File: src/hdl/asxc_pkg.sv
package asxc_pkg;

	// register map, word index is the address
	localparam logic [3:0] ASXC_EXT0_ADDR   = 4'h0;
	localparam logic [3:0] ASXC_EXT1_ADDR   = 4'h1;
	localparam logic [3:0] ASXC_CTLB_ADDR   = 4'h2;
	localparam logic [3:0] ASXC_CTLA_ADDR   = 4'h3;
	localparam logic [3:0] ASXC_TCL_ADDR    = 4'h4;
	localparam logic [3:0] ASXC_TCH_ADDR    = 4'h5;
	localparam logic [3:0] ASXC_STAT0_ADDR  = 4'h6;
	localparam logic [3:0] ASXC_IRQST_ADDR  = 4'h7;
	localparam logic [3:0] ASXC_IRQEN_ADDR  = 4'h8;
	localparam logic [3:0] ASXC_IRQCLR_ADDR = 4'h9;
	localparam logic [3:0] ASXC_IOCTL_ADDR  = 4'hA;

	// extension control fields
	localparam int ASXC_SBRK_BIT = 0;
	localparam int ASXC_BDET_BIT = 1;
	localparam int ASXC_BEN_BIT  = 2;
	localparam int ASXC_BRGM_BIT = 3;
	localparam int ASXC_X1_BIT   = 4;
	localparam int ASXC_CTSD_BIT = 5;
	localparam int ASXC_DCDD_BIT = 6;
	localparam logic [7:0] ASXC_EXT_RST  = 8'h00;
	localparam logic [7:0] ASXC_EXT_WMSK0 = 8'h7D;
	localparam logic [7:0] ASXC_EXT_WMSK1 = 8'h1D;

	// control b fields: speed select [2:0], divide ratio [3], prescale [5], cts level [6]
	localparam int ASXC_DR_BIT  = 3;
	localparam int ASXC_PS_BIT  = 5;
	localparam int ASXC_CTS_BIT = 6;
	localparam logic [2:0] ASXC_SS_EXT = 3'h7;
	localparam logic [7:0] ASXC_CTLB_RST = 8'h00;
	// control a: error flag reset at bit 3, write 0 clears
	localparam int ASXC_EFR_BIT = 3;
	// status bits: tx empty [1], dcd level [2]
	localparam int ASXC_TX_DATA_EMPTY_FLAG_BIT = 1;
	localparam int ASXC_DCD_BIT  = 2;
	// interrupt bits: dcd rise [0], break detect ch0 [1], break detect ch1 [2]
	localparam int ASXC_NIRQ = 3;

	localparam logic [17:0] ASXC_DIV_LO = 18'h0000A;
	localparam logic [17:0] ASXC_DIV_HI = 18'h0001E;
	localparam logic [5:0]  ASXC_OVS_LO = 6'h0F;
	localparam logic [5:0]  ASXC_OVS_HI = 6'h3F;

	typedef struct packed {
		logic [3:0] addr;
		logic [7:0] wdata;
		logic       wr;
		logic       rd;
	} asxc_bus_t;

	typedef struct packed {
		logic       rx_char_valid;
		logic [7:0] rx_char;
		logic       rx_frame_err;
	} asxc_rxev_t;

endpackage

File: src/hdl/asxc_top.sv
// Chosen here: the address map and strobed register access.
`timescale 1ns/10ps
module asxc_top
	import asxc_pkg::*;
(
	input  wire logic       clk,
	input  wire logic       rstn,
	input  wire logic [3:0] addr,
	input  wire logic [7:0] wdata,
	input  wire logic       wr,
	input  wire logic       rd,
	output logic      [7:0] rdata,
	input  wire logic       carrier_detect_input,
	input  wire logic       clear_to_send_input,
	input  wire logic       serial_clock_pin_in,
	input  wire logic       tx_serial_data,
	input  wire logic       tx_holding_empty,
	input  wire logic [1:0] rx_char_valid,
	input  wire logic [15:0] rx_char,
	input  wire logic [1:0] rx_frame_err,
	output logic      [1:0] serial_tx_pin,
	output logic      [1:0] rx_hold_reset,
	output logic      [1:0] bit_clk_en,
	output logic      [1:0] serial_clock_pin_out,
	output logic            irq
);

	asxc_bus_t  bus;
	logic [7:0] ext_r [2];
	logic [7:0] ctlb_r;
	logic [15:0] tc_r;
	logic       io_halt_mode_r;
	logic [ASXC_NIRQ-1:0] ist_r;
	logic [ASXC_NIRQ-1:0] ien_r;
	logic [1:0] dcd_s_r;
	logic [1:0] cts_s_r;
	logic [1:0] ck_s_r;
	logic       dcd_d_r;
	logic       ck_d_r;
	logic [17:0] brg_cnt_r;
	logic       brg_tick;
	logic [17:0] brg_div;
	logic [5:0] ovs_cnt_r;
	logic       base_tick;
	logic       dcd_hold;
	logic       efr_clr;
	logic       dcd_rise;
	logic [1:0] bdet_set;
	logic [7:0] rdata_nxt;

	assign bus = '{addr: addr, wdata: wdata, wr: wr, rd: rd};
	assign efr_clr = bus.wr && bus.addr == ASXC_CTLA_ADDR && !bus.wdata[ASXC_EFR_BIT];

	// synchronisers for pins
	always_ff @(posedge clk or negedge rstn)
	begin
		if (!rstn)
		begin
			dcd_s_r <= 2'h3;
			cts_s_r <= 2'h3;
			ck_s_r  <= 2'h0;
			dcd_d_r <= 1'h1;
			ck_d_r  <= 1'h0;
		end
		else
		begin
			dcd_s_r <= {dcd_s_r[0], carrier_detect_input};
			cts_s_r <= {cts_s_r[0], clear_to_send_input};
			ck_s_r  <= {ck_s_r[0], serial_clock_pin_in};
			dcd_d_r <= dcd_s_r[1];
			ck_d_r  <= ck_s_r[1];
		end
	end

	assign dcd_rise = dcd_s_r[1] && !dcd_d_r;
	assign dcd_hold = !ext_r[0][ASXC_DCDD_BIT] && dcd_s_r[1];

	// register writes
	always_ff @(posedge clk or negedge rstn)
	begin
		if (!rstn)
		begin
			ext_r[0]       <= ASXC_EXT_RST;
			ext_r[1]       <= ASXC_EXT_RST;
			ctlb_r         <= ASXC_CTLB_RST;
			tc_r           <= 16'h0000;
			io_halt_mode_r <= 1'h0;
			ien_r          <= '0;
		end
		else
		begin
			if (bus.wr && bus.addr == ASXC_CTLB_ADDR)
				ctlb_r <= bus.wdata;
			if (bus.wr && bus.addr == ASXC_TCL_ADDR)
				tc_r[7:0] <= bus.wdata;
			if (bus.wr && bus.addr == ASXC_TCH_ADDR)
				tc_r[15:8] <= bus.wdata;
			if (bus.wr && bus.addr == ASXC_IOCTL_ADDR)
				io_halt_mode_r <= bus.wdata[0];
			if (bus.wr && bus.addr == ASXC_IRQEN_ADDR)
				ien_r <= bus.wdata[ASXC_NIRQ-1:0];
			for (int c = 0; c < 2; c++)
			begin
				// break detect is read-only; set wins over clear
				if (bdet_set[c])
					ext_r[c][ASXC_BDET_BIT] <= 1'h1;
				else if (efr_clr || io_halt_mode_r || (c == 0 && dcd_hold))
					ext_r[c][ASXC_BDET_BIT] <= 1'h0;
				if (bus.wr && bus.addr == (c == 0 ? ASXC_EXT0_ADDR : ASXC_EXT1_ADDR))
				begin
					for (int b = 0; b < 8; b++)
						if ((c == 0 ? ASXC_EXT_WMSK0[b] : ASXC_EXT_WMSK1[b]))
							ext_r[c][b] <= bus.wdata[b];
				end
			end
		end
	end

	// break detection needs break enable and a live receiver
	assign bdet_set[0] = ext_r[0][ASXC_BEN_BIT] && rx_char_valid[0] && !dcd_hold
		&& rx_char[7:0] == 8'h00 && rx_frame_err[0];
	assign bdet_set[1] = ext_r[1][ASXC_BEN_BIT] && rx_char_valid[1]
		&& rx_char[15:8] == 8'h00 && rx_frame_err[1];

	// interrupt status, set beats clear
	always_ff @(posedge clk or negedge rstn)
	begin
		if (!rstn)
			ist_r <= '0;
		else
		begin
			for (int i = 0; i < ASXC_NIRQ; i++)
			begin
				if ((i == 0 && dcd_rise) || (i > 0 && bdet_set[i-1]))
					ist_r[i] <= 1'h1;
				else if (bus.wr && bus.addr == ASXC_IRQCLR_ADDR && bus.wdata[i])
					ist_r[i] <= 1'h0;
			end
		end
	end

	// shared baud divider, channel 0 settings; ch1 reuses it for simplicity
	always_comb
	begin
		if (ext_r[0][ASXC_BRGM_BIT])
			brg_div = {1'b0, tc_r, 1'b0} + 18'h00004;
		else
			brg_div = (ctlb_r[ASXC_PS_BIT] ? ASXC_DIV_HI : ASXC_DIV_LO)
				<< ctlb_r[2:0];
	end

	always_ff @(posedge clk or negedge rstn)
	begin
		if (!rstn)
			brg_cnt_r <= 18'h00000;
		else if (brg_tick)
			brg_cnt_r <= 18'h00000;
		else
			brg_cnt_r <= brg_cnt_r + 18'h00001;
	end

	assign brg_tick = brg_cnt_r + 18'h00001 >= brg_div;
	// speed select 111 takes the external clock rising edge
	assign base_tick = (ctlb_r[2:0] == ASXC_SS_EXT) ? (ck_s_r[1] && !ck_d_r) : brg_tick;

	always_ff @(posedge clk or negedge rstn)
	begin
		if (!rstn)
			ovs_cnt_r <= 6'h00;
		else if (base_tick)
		begin
			if (ovs_cnt_r == (ctlb_r[ASXC_DR_BIT] ? ASXC_OVS_HI : ASXC_OVS_LO))
				ovs_cnt_r <= 6'h00;
			else
				ovs_cnt_r <= ovs_cnt_r + 6'h01;
		end
	end

	// outputs, all registered
	always_ff @(posedge clk or negedge rstn)
	begin
		if (!rstn)
		begin
			serial_tx_pin        <= 2'h3;
			rx_hold_reset        <= 2'h0;
			bit_clk_en           <= 2'h0;
			serial_clock_pin_out <= 2'h0;
			irq                  <= 1'h0;
			rdata                <= 8'h00;
		end
		else
		begin
			for (int c = 0; c < 2; c++)
			begin
				if (ext_r[c][ASXC_BEN_BIT] && ext_r[c][ASXC_SBRK_BIT])
					serial_tx_pin[c] <= 1'h0;
				else
					serial_tx_pin[c] <= tx_serial_data;
				if (ext_r[c][ASXC_X1_BIT])
					bit_clk_en[c] <= base_tick;
				else
					bit_clk_en[c] <= base_tick && ovs_cnt_r == 6'h00;
				// high for the second half of each period, so the pin runs at the divider rate
				serial_clock_pin_out[c] <= brg_cnt_r >= (brg_div >> 1);
			end
			rx_hold_reset <= {1'h0, dcd_hold};
			irq   <= |(ist_r & ien_r);
			rdata <= rdata_nxt;
		end
	end

	always_comb
	begin
		rdata_nxt = 8'h00;
		if (bus.rd)
		begin
			unique case (bus.addr)
				ASXC_EXT0_ADDR:  rdata_nxt = ext_r[0] & 8'h7F;
				ASXC_EXT1_ADDR:  rdata_nxt = ext_r[1] & 8'h1F;
				ASXC_CTLB_ADDR:  rdata_nxt = {ctlb_r[7], cts_s_r[1], ctlb_r[5:0]};
				ASXC_TCL_ADDR:   rdata_nxt = tc_r[7:0];
				ASXC_TCH_ADDR:   rdata_nxt = tc_r[15:8];
				ASXC_STAT0_ADDR: rdata_nxt = {5'h00, dcd_s_r[1],
					tx_holding_empty && !(!ext_r[0][ASXC_CTSD_BIT] && cts_s_r[1]), 1'h0};
				ASXC_IRQST_ADDR: rdata_nxt = {5'h00, ist_r};
				ASXC_IRQEN_ADDR: rdata_nxt = {5'h00, ien_r};
				ASXC_IOCTL_ADDR: rdata_nxt = {7'h00, io_halt_mode_r};
				default:         rdata_nxt = 8'h00;
			endcase
		end
	end

	property p_break_tx;
		@(posedge clk) disable iff (!rstn)
		(ext_r[0][ASXC_BEN_BIT] && ext_r[0][ASXC_SBRK_BIT]) |=> !serial_tx_pin[0];
	endproperty
	a_break_tx: assert property (p_break_tx) else $error("tx not held low");

	property p_dcd_hold;
		@(posedge clk) disable iff (!rstn)
		(!ext_r[0][ASXC_DCDD_BIT] && dcd_s_r[1]) |=> rx_hold_reset[0];
	endproperty
	a_dcd_hold: assert property (p_dcd_hold) else $error("receiver not held");

	property p_dcd_free;
		@(posedge clk) disable iff (!rstn)
		ext_r[0][ASXC_DCDD_BIT] |=> !rx_hold_reset[0];
	endproperty
	a_dcd_free: assert property (p_dcd_free) else $error("dcd affects rx");

	property p_bdet;
		@(posedge clk) disable iff (!rstn)
		bdet_set[0] |=> ext_r[0][ASXC_BDET_BIT];
	endproperty
	a_bdet: assert property (p_bdet) else $error("break not detected");

	property p_bdet_clr;
		@(posedge clk) disable iff (!rstn)
		(efr_clr && !bdet_set[1]) |=> !ext_r[1][ASXC_BDET_BIT];
	endproperty
	a_bdet_clr: assert property (p_bdet_clr) else $error("break not cleared");

	property p_no_ben;
		@(posedge clk) disable iff (!rstn)
		(!ext_r[1][ASXC_BEN_BIT] && !ext_r[1][ASXC_BDET_BIT]) |=> !ext_r[1][ASXC_BDET_BIT];
	endproperty
	a_no_ben: assert property (p_no_ben) else $error("break w/o enable");

	property p_cts;
		@(posedge clk) disable iff (!rstn)
		(bus.rd && bus.addr == ASXC_STAT0_ADDR && !ext_r[0][ASXC_CTSD_BIT] && cts_s_r[1])
			|=> !rdata[ASXC_TX_DATA_EMPTY_FLAG_BIT];
	endproperty
	a_cts: assert property (p_cts) else $error("tx_data_empty_flag not forced");

	property p_rsv;
		@(posedge clk) disable iff (!rstn)
		(bus.rd && bus.addr == ASXC_EXT1_ADDR) |=> rdata[7:5] == 3'h0;
	endproperty
	a_rsv: assert property (p_rsv) else $error("reserved bits set");

	c_break: cover property (@(posedge clk) disable iff (!rstn) bdet_set[0]);
	c_dcd:   cover property (@(posedge clk) disable iff (!rstn) dcd_rise);
	c_irq:   cover property (@(posedge clk) disable iff (!rstn) irq);
	c_sbrk:  cover property (@(posedge clk) disable iff (!rstn) !serial_tx_pin[0]);
	c_hold:  cover property (@(posedge clk) disable iff (!rstn) rx_hold_reset[0]);

	property p_break_tx1;
		@(posedge clk) disable iff (!rstn)
		(ext_r[1][ASXC_BEN_BIT] && ext_r[1][ASXC_SBRK_BIT]) |=> !serial_tx_pin[1];
	endproperty
	a_break_tx1: assert property (p_break_tx1) else $error("tx1 not held low");

	property p_tx_pass;
		@(posedge clk) disable iff (!rstn)
		!(ext_r[0][ASXC_BEN_BIT] && ext_r[0][ASXC_SBRK_BIT])
			|=> serial_tx_pin[0] == $past(tx_serial_data);
	endproperty
	a_tx_pass: assert property (p_tx_pass) else $error("tx stream lost");

	property p_irq_on;
		@(posedge clk) disable iff (!rstn)
		(|(ist_r & ien_r)) |=> irq;
	endproperty
	a_irq_on: assert property (p_irq_on) else $error("irq missing");

	property p_irq_off;
		@(posedge clk) disable iff (!rstn)
		!(|(ist_r & ien_r)) |=> !irq;
	endproperty
	a_irq_off: assert property (p_irq_off) else $error("irq without cause");

	property p_dcd_ist;
		@(posedge clk) disable iff (!rstn)
		dcd_rise |=> ist_r[0];
	endproperty
	a_dcd_ist: assert property (p_dcd_ist) else $error("dcd edge not flagged");

	property p_x1_clk;
		@(posedge clk) disable iff (!rstn)
		(ext_r[0][ASXC_X1_BIT] && base_tick) |=> bit_clk_en[0];
	endproperty
	a_x1_clk: assert property (p_x1_clk) else $error("x1 tick lost");

	property p_ovs_gap;
		@(posedge clk) disable iff (!rstn)
		(!ext_r[0][ASXC_X1_BIT] && ovs_cnt_r != 6'h00) |=> !bit_clk_en[0];
	endproperty
	a_ovs_gap: assert property (p_ovs_gap) else $error("bit clock not divided");

	property p_ck_pin;
		@(posedge clk) disable iff (!rstn)
		(brg_tick && brg_div > 18'h00001) |=> serial_clock_pin_out[0];
	endproperty
	a_ck_pin: assert property (p_ck_pin) else $error("clock pin low at tick");

	property p_cts_free;
		@(posedge clk) disable iff (!rstn)
		(bus.rd && bus.addr == ASXC_STAT0_ADDR && ext_r[0][ASXC_CTSD_BIT]
			&& tx_holding_empty) |=> rdata[ASXC_TX_DATA_EMPTY_FLAG_BIT];
	endproperty
	a_cts_free: assert property (p_cts_free) else $error("cts not ignored");

	property p_efr_clr0;
		@(posedge clk) disable iff (!rstn)
		(efr_clr && !bdet_set[0]) |=> !ext_r[0][ASXC_BDET_BIT];
	endproperty
	a_efr_clr0: assert property (p_efr_clr0) else $error("break0 not cleared");

	property p_dcd_bdet;
		@(posedge clk) disable iff (!rstn)
		dcd_hold |=> !ext_r[0][ASXC_BDET_BIT];
	endproperty
	a_dcd_bdet: assert property (p_dcd_bdet) else $error("break kept on dcd");

	property p_halt_clr;
		@(posedge clk) disable iff (!rstn)
		(io_halt_mode_r && !bdet_set[0]) |=> !ext_r[0][ASXC_BDET_BIT];
	endproperty
	a_halt_clr: assert property (p_halt_clr) else $error("break kept in halt");

	property p_rsv0;
		@(posedge clk) disable iff (!rstn)
		(bus.rd && bus.addr == ASXC_EXT0_ADDR) |=> !rdata[7];
	endproperty
	a_rsv0: assert property (p_rsv0) else $error("bit 7 set");

endmodule

File: config.mk
export PLATFORM = sky130hd
export DESIGN_NAME = asxc_top
export DESIGN_NICKNAME = d
export VERILOG_FILES = /design/src/hdl/asxc_pkg.sv /design/src/hdl/asxc_top.sv
export SDC_FILE = /design/constraint.sdc
export NUM_CORES = 1
export LEC_CHECK = 0
export BUFFER_PORTS_ARGS = -buffer_cell sky130_fd_sc_hd__buf_4
export CAP_MARGIN = 20
export CORE_MARGIN = 2
export CORE_UTILIZATION = 40
export DETAILED_ROUTE_END_ITERATION = 7
export PLACE_DENSITY = 0.55
export SLEW_MARGIN = 20
export SYNTH_ARGS = -nofsm -noshare
export SYNTH_HDL_FRONTEND = slang
export SYNTH_SLANG_ARGS = --single-unit
export TNS_END_PERCENT = 50
File: constraint.sdc
create_clock -name clk -period 4.2 [get_ports clk]
set_input_delay 0.21 -clock clk [delete_from_list [all_inputs] [get_ports clk]]
set_output_delay 0.21 -clock clk [all_outputs]
set_load 0.1 [all_outputs]
==> metrics.txt <==
static leakage 2.81 nW; area post-placement 5710 um2; R2R setup slack 0.91 ns; die width 117 um; clk_lat worst skew 0.35 ns; clk sinks 89; Cell Area, Synth 5140 um2; Clock Path Buffers 2; cell count after synthesis 496; Die Y 117 um; CP cell instances and4_1, nand4_1, nor2_1, xor2_1, nand2_1, ha_1, a21oi_1, o21ai_0, a21oi_1, o41ai_4, o21ai_4, mux2_4; CP Capture Point ovs_cnt_r[0]$_DFFE_PN0P_; CP arrival 3.52 ns; post-synth cell types 60; number of enable flip-flop cells after synthesis 0; First-pass DRT Iterations 6; Post-Layout Inst Area 6040 um2; Layout Area Growth over Synthesis 17.5%; share of cells above drive strength 1 22.8%; antenna-violating nets left 0; # fillers 1189; initial antenna violation count 0; worst min path class primary input to flop; count leader, synth dfrtp_1; DRC viols 0; Critical Path Fanout Max 7; ys async rst share 100%; hold_buf cts 4; Initial DRC Count 321; synth cell count leaders dfrtp_1, nand2_1, mux2_2; post-synthesis sequential area ratio 43.5%; critical path class flop to flop; largest net degree at the start of global routing 49; first-pass GRT wire length 20600 um; top cells by area, synth dfrtp_1, ha_1, mux2_2; gr ovfl total 0; crit path time final 3.29 ns; slew at the pin closest to its max-slew limit 0.995 ns; Max-Cap Viols 0; Final Max Slew Viols 0; RR Startpoint tc_r[3]$_DFFE_PN0P_; core area 12600 um2; RSZ-0062 raised after global routing false; clk_skew 0.00955 ns; die footprint 13800 um2; IO Port Bufs 56; GRT Total Usage 19.0%; num rows 41; Detailed Place HPWL 9340 um; # H-tree levels 3; CP peak stage delay 0.46 ns; RR Endpoint ovs_cnt_r[0]$_DFFE_PN0P_; Final Wtd Congestion 0.863; top-level I/O count 58; Top FF cell, synth dfrtp_1; CTS buffer count 9; CP dominant cell by count a21oi_1; synthesis warning total 0; top cell type by total area after synthesis dfrtp_1; power density cells 501 nW/um2; CTS tree built; Reg clk slew, reported paths 0.07 ns; cts repair resizes 0; critical path required time 4.43 ns; crit path capture type flop; setup total negative slack 0 ns; nets@finish 631; via count 3937; final WL 12500 um; Max Freq 304 MHz; post-DR wirelength/cell 17.1 um; #FFs+latches synth 89; syn_nets 575; status finished clean; Max VDD drop 0.398 mV; top cell type's share of synthesized area 39.9%; Final Cycle Share 78.3%; CP startpoint kind flop; initial core utilization 40.9%; CP max-delay cell dfrtp_1; crit path launch tc_r[3]$_DFFE_PN0P_; vias in the first global route 3809; Diodes inserted 0; Final Hold Fails 0; Slew headroom 33.2%; Reg2Reg Depth 12; Clock Root Buffer clkbuf_16; Final setup viols 0; syn_area_per_cell 10.4 um2; via/cell ratio 5.40; Post-CTS Setup Bufs 0
-- per-layer routing --
metal,global-route usage [%],share of wire (%),vias to the layer above
met3,4.62,5.0,12
met2,28.5,46,92
met5,0,0,-
met4,5.20,1.4,0
li1,-,-,1915
met1,27.3,47,1918
-- logic make-up after synthesis --
| kind of cell | count (synthesis) | share of synthesized area [%] |
|---|---|---|
| xor+xnor | 31 | 5.28 |
| compound gates | 91 | 12.6 |
| fa+ha+maj | 38 | 9.24 |
| buf+inv | 32 | 2.68 |
| other cells | 1 | 0.0729 |
| simple gates | 171 | 17.2 |
| flops | 89 | 43.5 |
| mux | 43 | 9.44 |
-- final cells by class --
cell class	count	area, um2	share of cell area [%]
inverter	15	56.3	0.932
tap	172	215	3.56
timing repair buffer	62	475	7.87
clock buffer	11	233	3.85
clock inverter	5	56.3	0.932
sequential	89	2240	37.0
multi-input combinational	375	2770	45.8
-- flip-flops by register name, summed over array words and instances, names as in the netlist --
name / cells
dcd_d_r: 1
brg_cnt_r: 18
cts_s_r: 2
ien_r: 3
ck_s_r: 2
ext_r: 12
serial_clock_pin_out: 1
serial_tx_pin: 2
io_halt_mode_r: 1
ctlb_r: 7
ck_d_r: 1
tc_r: 16
ist_r: 3
rdata: 8
bit_clk_en: 2
ovs_cnt_r: 6
rx_hold_reset: 1
dcd_s_r: 2
irq: 1
-- placed cells by master (no fill, tap or decap), types with 3 or more instances in the layout --
master          n
dfrtp_1        82
buf_4          58
nand2_1        45
mux2_2         40
ha_1           38
nor2_1         30
a21oi_1        22
xnor2_1        21
nor2b_1        19
nand3_1        18
inv_1          15
and3_1         12
o21ai_0        12
nand4_1        11
a22oi_1        11
xor2_1         10
a21o_1          9
clkbuf_16       9
nand2b_1        8
dfstp_2         7
nor3_1          6
a31oi_1         5
nor4_1          4
a21boi_0        4
dlygate4sd3_1   4
nor3b_1         3
o21ai_1         3
a22o_1          3
a221oi_1        3
or3_1           3
-- per-stage QoR --
stage	power (mW)	setup WS [ns]	std cells	util, %	hold slack (ns)
floorplan	1.95	1.26	496	-	-0.0856
CTS	3.07	0.894	729	48.1	0.0974
global placement	2.22	0.985	709	45.5	0.266
global route	3.24	0.619	729	48.1	0.101
finish	3.03	0.911	729	48.1	0.106
detailed placement	2.25	0.924	709	45.5	0.265
-- critical path: cells and delay by family (launching register included) --
| family | cells | cell delay [ns] |
|---|---|---|
| AO/OA/AOI/OAI | 5 | 1.00 |
| multiplexers | 1 | 0.32 |
| flip-flops | 1 | 0.46 |
| AND/OR/NAND/NOR | 4 | 0.83 |
| XOR/XNOR | 1 | 0.17 |
| adder cells (fa/ha/maj) | 1 | 0.39 |
-- how the worst min path moves through the flow --
stage,start,slack (ns),cells after the start,to
finish,tx_serial_data,0.11,2,serial_tx_pin[1]$_DFF_PN1_
global route,tx_serial_data,0.10,2,serial_tx_pin[0]$_DFF_PN1_
CTS,tx_serial_data,0.1,2,serial_tx_pin[0]$_DFF_PN1_
detailed placement,rstn,0.27,1,brg_cnt_r[11]$_DFF_PN0_
global placement,rstn,0.27,1,brg_cnt_r[11]$_DFF_PN0_
floorplan,rstn,-0.09,0,bit_clk_en[0]$_DFF_PN0_
-- power breakdown --
group	total, mW	internal, mW	switching [mW]
logic	1.01	0.433	0.575
clock network	0.799	0.462	0.337
registers	1.22	1.01	0.208
total	3.03	1.91	1.12
Power figures use the tool's default switching activity.
